$ cat config.mk
export PLATFORM = sky130hd
export DESIGN_NAME = timer_event_unit
export DESIGN_NICKNAME = d
export VERILOG_FILES = /design/src/rtl/timer_pkg.sv /design/src/rtl/quad_edge_decode.sv /design/src/rtl/source_priority.sv /design/src/rtl/timer_event_unit.sv
export VERILOG_INCLUDE_DIRS = /design/src /design/src/rtl
export SDC_FILE = /design/constraint.sdc
export NUM_CORES = 2
export LEC_CHECK = 0
export BUFFER_PORTS_ARGS = -buffer_cell sky130_fd_sc_hd__buf_2
export CAP_MARGIN = 10
export CORE_ASPECT_RATIO = 0.9
export CORE_UTILIZATION = 45
export DETAILED_ROUTE_END_ITERATION = 6
export SLEW_MARGIN = 40
export SYNTH_ARGS = -nofsm -noshare
export SYNTH_HDL_FRONTEND = slang
export SYNTH_SLANG_ARGS = --single-unit
$ cat constraint.sdc
create_clock -name SYS_CLK -period 3.45 [get_ports SYS_CLK]
set_clock_uncertainty 0.1 [all_clocks]
set_input_delay 0.345 -clock SYS_CLK [delete_from_list [all_inputs] [get_ports SYS_CLK]]
set_output_delay 0.345 -clock SYS_CLK [all_outputs]
set_load 0.05 [all_outputs]
$ cat src/rtl/timer_defines.svh
// constants of the six-channel timer event and request block
// assumes one 100 MHz clock; included by bare name
`ifndef TIMER_DEFINES_SVH
`define TIMER_DEFINES_SVH
`define ADDR_W        7
`define DATA_W        16
`define NUM_CH        6
`define NUM_MATCH     16
// register offsets inside a channel; channel index sits in address bits 6:4
`define OFF_CTRL      4'h0
`define OFF_ENABLE    4'h1
`define OFF_STATUS    4'h2
`define OFF_COUNT     4'h3
`define OFF_MATCH_A   4'h4
`define OFF_MATCH_B   4'h5
`define OFF_MATCH_D   4'h7
// control bits
`define CTRL_RUN      0
`define CTRL_QUAD     1
`define CTRL_CLR_C    2
`define CTRL_CAP_A    3
`define CTRL_CAP_B    4
`define CTRL_BUF_BD   5
// status and enable layout; index order is the fixed in-channel priority
`define FLAG_A        0
`define FLAG_B        1
`define FLAG_C        2
`define FLAG_D        3
`define FLAG_OVF      4
`define FLAG_UNF      5
`define FLAG_DIR      7
`define CTRL_RESET    6'h00
`define ENABLE_RESET  6'h00
`define COUNT_RESET   16'h0000
`define COUNT_MAX     16'hffff
`define MATCH_RESET   16'hffff
`define PRIO_NONE     3'h7
`endif

$ cat src/rtl/timer_pkg.sv
// types shared by the timer event and request block
// assumes timer_defines.svh constants for widths
package timer_pkg;
    typedef struct packed {
        logic [15:0] match_req;
        logic [15:0] xfer_req;
        logic [5:0]  ovf_req;
        logic [3:0]  unf_req;
        logic [5:0]  dma_req;
    } req_bundle_t;

    typedef struct packed {
        logic [5:0]       ctrl;
        logic [5:0]       enable;
        logic [5:0]       flags;
        logic             dir;
        logic [15:0]      count;
        logic [3:0][15:0] match;
    } chan_t;

    typedef struct packed {
        chan_t [5:0]     ch;
        logic [15:0]     rdata;
        req_bundle_t     req;
        logic            irq;
        logic [5:0][2:0] top_src;
    } top_state_t;

    typedef struct packed {
        logic b_prev;
    } quad_state_t;
endpackage : timer_pkg

$ cat src/rtl/quad_edge_decode.sv
// quadrature mode four decoder for one external clock pin pair
// assumes pins already synchronous to the clock
`timescale 1ns/10ps
module quad_edge_decode (
    input  wire logic clk,
    input  wire logic rst_n,
    input  wire logic phase_a,
    input  wire logic phase_b,
    output logic      step_up,
    output logic      step_down
);
    import timer_pkg::*;
    quad_state_t st_reg;
    quad_state_t st_next;
    logic        b_edge;

    // only B edges count; the A level picks the direction, A edges do nothing
    always_comb begin
        st_next        = st_reg;
        st_next.b_prev = phase_b;
        b_edge         = phase_b ^ st_reg.b_prev;
        step_up        = b_edge & (phase_a == phase_b);
        step_down      = b_edge & (phase_a != phase_b);
    end

    always_ff @(posedge clk or negedge rst_n) begin
        if (!rst_n) begin
            st_reg <= '0;
        end else begin
            st_reg <= st_next;
        end
    end
endmodule : quad_edge_decode

$ cat src/rtl/source_priority.sv
// fixed in-channel priority: lowest pending index wins
// purely combinational; caller registers the result
`timescale 1ns/10ps
`include "timer_defines.svh"
module source_priority (
    input  wire logic [5:0] pending,
    output logic      [2:0] top_index
);
    // A, B, C, D, overflow, underflow in that order
    always_comb begin
        top_index = `PRIO_NONE;
        for (int k = 5; k >= 0; k--) begin
            if (pending[k]) begin
                top_index = 3'(k);
            end
        end
    end
endmodule : source_priority

$ cat src/rtl/timer_event_unit.sv
// six-channel 16-bit timer: counting, captures, event flags and requests
// assumes a plain strobe register port and synchronous external clock pins
`timescale 1ns/10ps
`include "timer_defines.svh"
module timer_event_unit (
    input  wire logic                 SYS_CLK,
    input  wire logic                 RESETN,
    input  wire logic [6:0]           ADDR,
    input  wire logic [15:0]          WDATA,
    input  wire logic                 WR,
    input  wire logic                 RD,
    output logic      [15:0]          RDATA,
    input  wire logic                 EXT_CLK_A,
    input  wire logic                 EXT_CLK_B,
    input  wire logic                 EXT_CLK_C,
    input  wire logic                 EXT_CLK_D,
    input  wire logic [15:0]          XFER_ACK,
    input  wire logic [5:0]           DMA_ACK,
    output timer_pkg::req_bundle_t    REQ,
    output logic                      IRQ,
    output logic      [5:0][2:0]      TOP_SOURCE
);
    import timer_pkg::*;

    top_state_t       st_reg;
    top_state_t       st_next;
    logic [1:0]       q_up;
    logic [1:0]       q_down;
    logic [5:0][2:0]  prio_idx;

    // number of match registers: four on channels 0 and 3
    function automatic logic [2:0] num_match(input int c);
        return (c == 0 || c == 3) ? 3'h4 : 3'h2;
    endfunction : num_match

    // underflow and quadrature exist on channels 1, 2, 4, 5
    function automatic logic has_quad(input int c);
        return (c == 1 || c == 2 || c == 4 || c == 5);
    endfunction : has_quad

    // flat index of a channel's first match source
    function automatic logic [3:0] match_base(input int c);
        case (c)
            0:       return 4'h0;
            1:       return 4'h4;
            2:       return 4'h6;
            3:       return 4'h8;
            4:       return 4'hc;
            default: return 4'he;
        endcase
    endfunction : match_base

    // flat index of a channel's underflow request
    function automatic logic [1:0] unf_index(input int c);
        case (c)
            1:       return 2'h0;
            2:       return 2'h1;
            4:       return 2'h2;
            default: return 2'h3;
        endcase
    endfunction : unf_index

    // pin pair A/B feeds channels 1 and 5, pair C/D feeds 2 and 4
    quad_edge_decode u_pair_ab (
        .clk       (SYS_CLK),
        .rst_n     (RESETN),
        .phase_a   (EXT_CLK_A),
        .phase_b   (EXT_CLK_B),
        .step_up   (q_up[0]),
        .step_down (q_down[0])
    );
    quad_edge_decode u_pair_cd (
        .clk       (SYS_CLK),
        .rst_n     (RESETN),
        .phase_a   (EXT_CLK_C),
        .phase_b   (EXT_CLK_D),
        .step_up   (q_up[1]),
        .step_down (q_down[1])
    );

    // priority of the registered pending sources, one cycle behind REQ
    for (genvar g = 0; g < `NUM_CH; g++) begin : g_prio
        source_priority u_prio (
            .pending   (st_reg.ch[g].flags & st_reg.ch[g].enable),
            .top_index (prio_idx[g])
        );
    end

    logic [5:0]       up;
    logic [5:0]       down;
    logic [5:0][3:0]  hit;
    logic [5:0][3:0]  cap;
    logic [2:0]       rch;
    logic [3:0]       roff;
    logic [5:0]       clr;
    logic [5:0]       pend;
    int               mi;

    always_comb begin
        st_next = st_reg;
        up      = '0;
        down    = '0;
        hit     = '0;
        cap     = '0;
        clr     = '0;
        pend    = '0;
        mi      = 0;
        rch     = ADDR[6:4];
        roff    = ADDR[3:0];
        // count steps: internal tick, or B-edge steps in quadrature mode
        for (int c = 0; c < `NUM_CH; c++) begin
            if (st_reg.ch[c].ctrl[`CTRL_RUN]) begin
                if (has_quad(c) && st_reg.ch[c].ctrl[`CTRL_QUAD]) begin
                    up[c]   = (c == 1 || c == 5) ? q_up[0] : q_up[1];
                    down[c] = (c == 1 || c == 5) ? q_down[0] : q_down[1];
                end else begin
                    up[c] = 1'b1;
                end
                // compare matches on registers not used for capture
                for (int k = 0; k < 4; k++) begin
                    if (3'(k) < num_match(c) && st_reg.ch[c].count == st_reg.ch[c].match[k]
                        && !(k == 0 && st_reg.ch[c].ctrl[`CTRL_CAP_A])
                        && !(k == 1 && st_reg.ch[c].ctrl[`CTRL_CAP_B])) begin
                        hit[c][k] = 1'b1;
                    end
                end
            end
        end
        // cross-channel capture triggers
        cap[1][0] = st_reg.ch[1].ctrl[`CTRL_CAP_A] & hit[0][0];
        cap[1][1] = st_reg.ch[1].ctrl[`CTRL_CAP_B] & hit[0][2];
        cap[0][1] = st_reg.ch[0].ctrl[`CTRL_CAP_B] & (up[1] | down[1]);
        // a status read or a transfer acknowledge clears; events below win
        for (int c = 0; c < `NUM_CH; c++) begin
            if (RD && rch == 3'(c) && roff == `OFF_STATUS) begin
                clr = 6'h3f;
                st_next.ch[c].flags = '0;
            end
            for (int k = 0; k < 4; k++) begin
                mi = int'(match_base(c)) + k;
                if (3'(k) < num_match(c) && XFER_ACK[mi]) begin
                    st_next.ch[c].flags[k] = 1'b0;
                end
            end
            if (DMA_ACK[c]) begin
                st_next.ch[c].flags[`FLAG_A] = 1'b0;
            end
            // counter: clear on C match, else step with overflow and underflow
            if (st_reg.ch[c].ctrl[`CTRL_CLR_C] && hit[c][2]) begin
                st_next.ch[c].count = `COUNT_RESET;
            end else if (up[c]) begin
                st_next.ch[c].count = st_reg.ch[c].count + 16'h0001;
                st_next.ch[c].dir   = 1'b1;
                if (st_reg.ch[c].count == `COUNT_MAX) begin
                    st_next.ch[c].flags[`FLAG_OVF] = 1'b1;
                end
            end else if (down[c]) begin
                st_next.ch[c].count = st_reg.ch[c].count - 16'h0001;
                st_next.ch[c].dir   = 1'b0;
                if (st_reg.ch[c].count == `COUNT_RESET && has_quad(c)) begin
                    st_next.ch[c].flags[`FLAG_UNF] = 1'b1;
                end
            end
            // match and capture events set their flags over any clear
            for (int k = 0; k < 4; k++) begin
                if (hit[c][k] || cap[c][k]) begin
                    st_next.ch[c].flags[k] = 1'b1;
                end
                if (cap[c][k]) begin
                    st_next.ch[c].match[k] = st_reg.ch[c].count;
                end
            end
            if (cap[c][1] && st_reg.ch[c].ctrl[`CTRL_BUF_BD] && num_match(c) == 3'h4) begin
                st_next.ch[c].match[3] = st_reg.ch[c].match[1];
            end
            // register writes; a count write wins over stepping
            if (WR && rch == 3'(c)) begin
                if (roff == `OFF_CTRL) begin
                    st_next.ch[c].ctrl = WDATA[5:0];
                end else if (roff == `OFF_ENABLE) begin
                    st_next.ch[c].enable = has_quad(c) ? WDATA[5:0] : {1'b0, WDATA[4:0]};
                end else if (roff == `OFF_COUNT) begin
                    st_next.ch[c].count = WDATA;
                end else if (roff >= `OFF_MATCH_A && roff <= `OFF_MATCH_D
                             && (roff - `OFF_MATCH_A) < 4'(num_match(c))) begin
                    st_next.ch[c].match[roff[1:0]] = WDATA;
                end
            end
        end
        // read data stands only in the cycle after the read strobe
        st_next.rdata = '0;
        if (RD && rch < 3'(`NUM_CH)) begin
            if (roff == `OFF_CTRL) begin
                st_next.rdata = {10'h000, st_reg.ch[rch].ctrl};
            end else if (roff == `OFF_ENABLE) begin
                st_next.rdata = {10'h000, st_reg.ch[rch].enable};
            end else if (roff == `OFF_STATUS) begin
                st_next.rdata = {8'h00, st_reg.ch[rch].dir, 1'b0, st_reg.ch[rch].flags};
            end else if (roff == `OFF_COUNT) begin
                st_next.rdata = st_reg.ch[rch].count;
            end else if (roff >= `OFF_MATCH_A && roff <= `OFF_MATCH_D) begin
                st_next.rdata = st_reg.ch[rch].match[roff[1:0]];
            end
        end
        // requests from next flags and enables, so they track flags exactly
        st_next.req = '0;
        for (int c = 0; c < `NUM_CH; c++) begin
            pend = st_next.ch[c].flags & st_next.ch[c].enable;
            for (int k = 0; k < 4; k++) begin
                if (3'(k) < num_match(c)) begin
                    mi = int'(match_base(c)) + k;
                    st_next.req.match_req[mi] = pend[k];
                    st_next.req.xfer_req[mi]  = pend[k];
                end
            end
            st_next.req.dma_req[c] = pend[`FLAG_A];
            st_next.req.ovf_req[c] = pend[`FLAG_OVF];
            if (has_quad(c)) begin
                st_next.req.unf_req[unf_index(c)] = pend[`FLAG_UNF];
            end
        end
        st_next.irq     = |{st_next.req.match_req, st_next.req.ovf_req, st_next.req.unf_req};
        st_next.top_src = prio_idx;
    end

    // single register stage for the whole state
    always_ff @(posedge SYS_CLK or negedge RESETN) begin
        if (!RESETN) begin
            st_reg <= '0;
            for (int c = 0; c < `NUM_CH; c++) begin
                st_reg.ch[c].match <= {4{`MATCH_RESET}};
            end
            st_reg.top_src <= {6{`PRIO_NONE}};
        end else begin
            st_reg <= st_next;
        end
    end

    assign RDATA      = st_reg.rdata;
    assign REQ        = st_reg.req;
    assign IRQ        = st_reg.irq;
    assign TOP_SOURCE = st_reg.top_src;

    // helper terms for the checks
    logic ch1_quad_q;
    logic ch1_free_q;
    assign ch1_quad_q = st_reg.ch[1].ctrl[`CTRL_RUN] & st_reg.ch[1].ctrl[`CTRL_QUAD];
    assign ch1_free_q = !(WR && rch == 3'h1) && !(st_reg.ch[1].ctrl[`CTRL_CLR_C] && hit[1][2]);
endmodule : timer_event_unit

==> results.md <==
- RR Endpoint: IRQ$_DFF_PN0_
- TritonCTS clock tree: done
- First-pass GRT wire length: 199 mm
- Placement Setup Slack: 0.142 ns
- CTS sink cnt: 653
- Detailed-route DRC error count: 4
- Post-synth EDFFs: 0
- CP Capture Point: IRQ$_DFF_PN0_
- DRT met1 WL: 58.9 mm
- Die Area: 81300 µm²
- R2r setup slk: 0.20 ns
- Final GP Congestion: 1.04
- RSZ-0062 raised after global routing: false
- CP Capture Type: register
- Ys async rst share: 1.00
- Vias: 27.4k
- Clock Latency Late Sink: 0.66 ns
- DRT iter0 DRCs: 3733
- Status: finished, violations left
- Post-Synthesis Cells: 3300
- Port Buffers: 135
- Fill count: 6891
- Synth top area share: 0.293
- HPWL after DPL: 104 mm
- Core region area: 79300 µm²
- Chip height: 271 µm
- Initial antenna violation count: 8
- Post-CTS sizing: 0
- Top post-synthesis cells by area: dfstp_2, dfrtp_1, mux2_2, mux4_2, xnor2_1
- Final worst slack: 0.200 ns
- Synth area leader: dfstp_2
- Worst-margin pin slew: 0.930 ns
- WP data required: 3.85 ns
- Proportion of layout cells with a drive suffix above 1: 0.394
- Crit path depth: 7
- Final nets: 3325
- Slew headroom: 0.375
- Startpoint types: register
- Max frequency: 308 MHz
- Syn_area_per_cell: 10.9 µm²
- Root buf cell: clkbuf_16
- Worst hold-check path type: in2reg
- Via density: 6.27
- Syn Std Cell Area: 36100 µm²
- CP Cell Sequence: xnor2_1, nand4_1, nor3_1, and3_1, o21ai_0, a2111o_1, or4_1
- Initial Util: 0.455
- CTS Buf Count: 75
- Yosys cell types: 76
- CP Data Arrival Time: 3.65 ns
- Part of the cycle the worst path needs: 0.942
- WL met2: 60.2 mm
- Max FO, Critical Path: 3
- Final Max Slew Viols: 0
- Register area share after synthesis: 0.467
- GRT Resource Usage Total: 0.343
- CTS H-tree depth: 3
- Gr ovfl total: 0
- Crit path buf inv count: 0
- Clk buf depth: 3
- Drt pass-1 iters: 7
- Top_reg_cell synth: dfstp_2
- Max_cap viols: 0
- Critical-path top delay cell: nor3_1
- FF+latch count, synth: 653
- Synthesis warning total: 0
- Pleak: 0.0167 µW
- R2r worst-path depth: 7
- DRT antenna net count: 0
- Post-Route Setup TNS: 0 ns
- Final setup violation count: 0
- Largest net degree at the start of global routing: 155
- Kind of cell adding the most delay to the critical path: simple AND/OR/NAND/NOR gates
- VDD IR max: 421 µV
- Syn nets: 3363
- Final worst path period need: 3.25 ns
- WL/cell: 31.9 µm
- Drt total wl: 140 mm
- Area Overhead vs Synth: 12.5%
- Final Hold Viols: 0
- Vias in the first global route: 26.8k
- Pwr dens: 594 nW/µm²
- Top Metal Used: met5
- Worst-path clk slew: 0.07 ns
- Die width: 300 µm
- WL met3: 14.3 mm
- Failing checks: design-rule violations
- CP peak stage delay: 0.66 ns
- # rows: 98
- WS Path Type: reg2reg
- Ports: 136
[final cells by class]
class	count	area (µm²)	area share
clock inverter	29	344	0.00848
clock buffer	108	2240	0.0551
tap	1050	1310	0.0324
multi-input combinational	2117	16900	0.417
inverter	49	184	0.00453
timing repair buffer	366	2710	0.0668
sequential	653	16800	0.415
antenna	2	5.00	0.000123
[metal layers]
layer / up-vias / global-route usage
li1: 11500 / -
met1: 14100 / 0.481
met2: 1519 / 0.502
met3: 325 / 0.0910
met4: 8 / 0.132
met5: - / 0
[power breakdown]
| part | switching (µW) | internal, µW | total, µW |
|---|---|---|---|
| combinational | 3360 | 2390 | 5750 |
| sequential | 1370 | 8610 | 9980 |
| clock | 3410 | 4980 | 8380 |
[metrics by stage]
step | hold slack (ns) | instance area [µm²] | util | total power, µW | cells
floorplan | -0.0506 | 36100 | - | 12900 | 3300
global placement | 0.256 | 37800 | 0.476 | 15500 | 4224
detailed placement | 0.257 | 37900 | 0.477 | 15600 | 4225
CTS | 0.0349 | 40500 | 0.511 | 24000 | 4370
global route | 0.0439 | 40600 | 0.511 | 24800 | 4372
finish | 0.0288 | 40600 | 0.511 | 24100 | 4374
[Yosys cell counts (all sizes together), types with 12 or more instances]
cell type / number
dfstp: 402
clkbuf: 340
mux2: 286
dfrtp: 251
nand2: 242
xnor2: 238
nor2: 176
o21ai: 142
buf: 141
mux2i: 116
a21oi: 109
mux4: 109
xor2: 101
nand4: 72
nand3: 65
inv: 49
nor3: 47
a31oi: 29
nor4: 28
a221oi: 23
and3: 23
and2: 22
o31ai: 22
nor2b: 18
a221o: 15
or4: 14
a22oi: 13
a21boi: 12
nand2b: 12
o22ai: 12
[layout by cell type (no fill, tap or decap), types with 72 or more instances in the layout]
cell and n:
dfstp_2 402, mux2_2 286, dfrtp_1 251, nand2_1 242, xnor2_1 238, buf_4 211
nor2_1 172, o21ai_0 140, buf_2 126, mux2i_1 116, mux4_2 109, a21oi_1 107
xor2_1 101, clkbuf_16 79, nand4_1 72
[kinds of logic (layout without fill, tap and decap cells)]
kind of cell	Yosys count	after routing	share of synthesized area
AOI/OAI and AO/OA	478	478	0.0857
xor gates and xnor gates	339	339	0.0823
adders and majority gates	10	10	0.00347
buffers and inverters	530	552	0.0652
DFF	653	653	0.467
muxes	511	511	0.190
other	0	2	0
and+or+nand+nor	779	779	0.107
[worst min path at each step]
stage	start	endpoint	slack, ns	depth (start not counted)
final	WDATA[14]	st_reg[656]$_DFF_PN0_	0.03	3
after global routing	XFER_ACK[1]	st_reg[165]$_DFF_PN0_	0.04	3
after CTS	XFER_ACK[1]	st_reg[165]$_DFF_PN0_	0.03	3
after detailed placement	register	register	0.26	0
after global placement	register	register	0.26	0
after floorplan	RESETN	IRQ$_DFF_PN0_	-0.05	0
[worst min-delay path, stage by stage]
cell and delay, ns:
buf_2 0.20, nor2_1 0.13, a21oi_1 0.06
[what timing repair did]
| action | CTS | global route |
|---|---|---|
| hold endpoints to repair | 171 | 0 |
| setup buffers | 0 | 0 |
| hold buffers | 8 | 0 |
(Power assumes the default switching activity.)
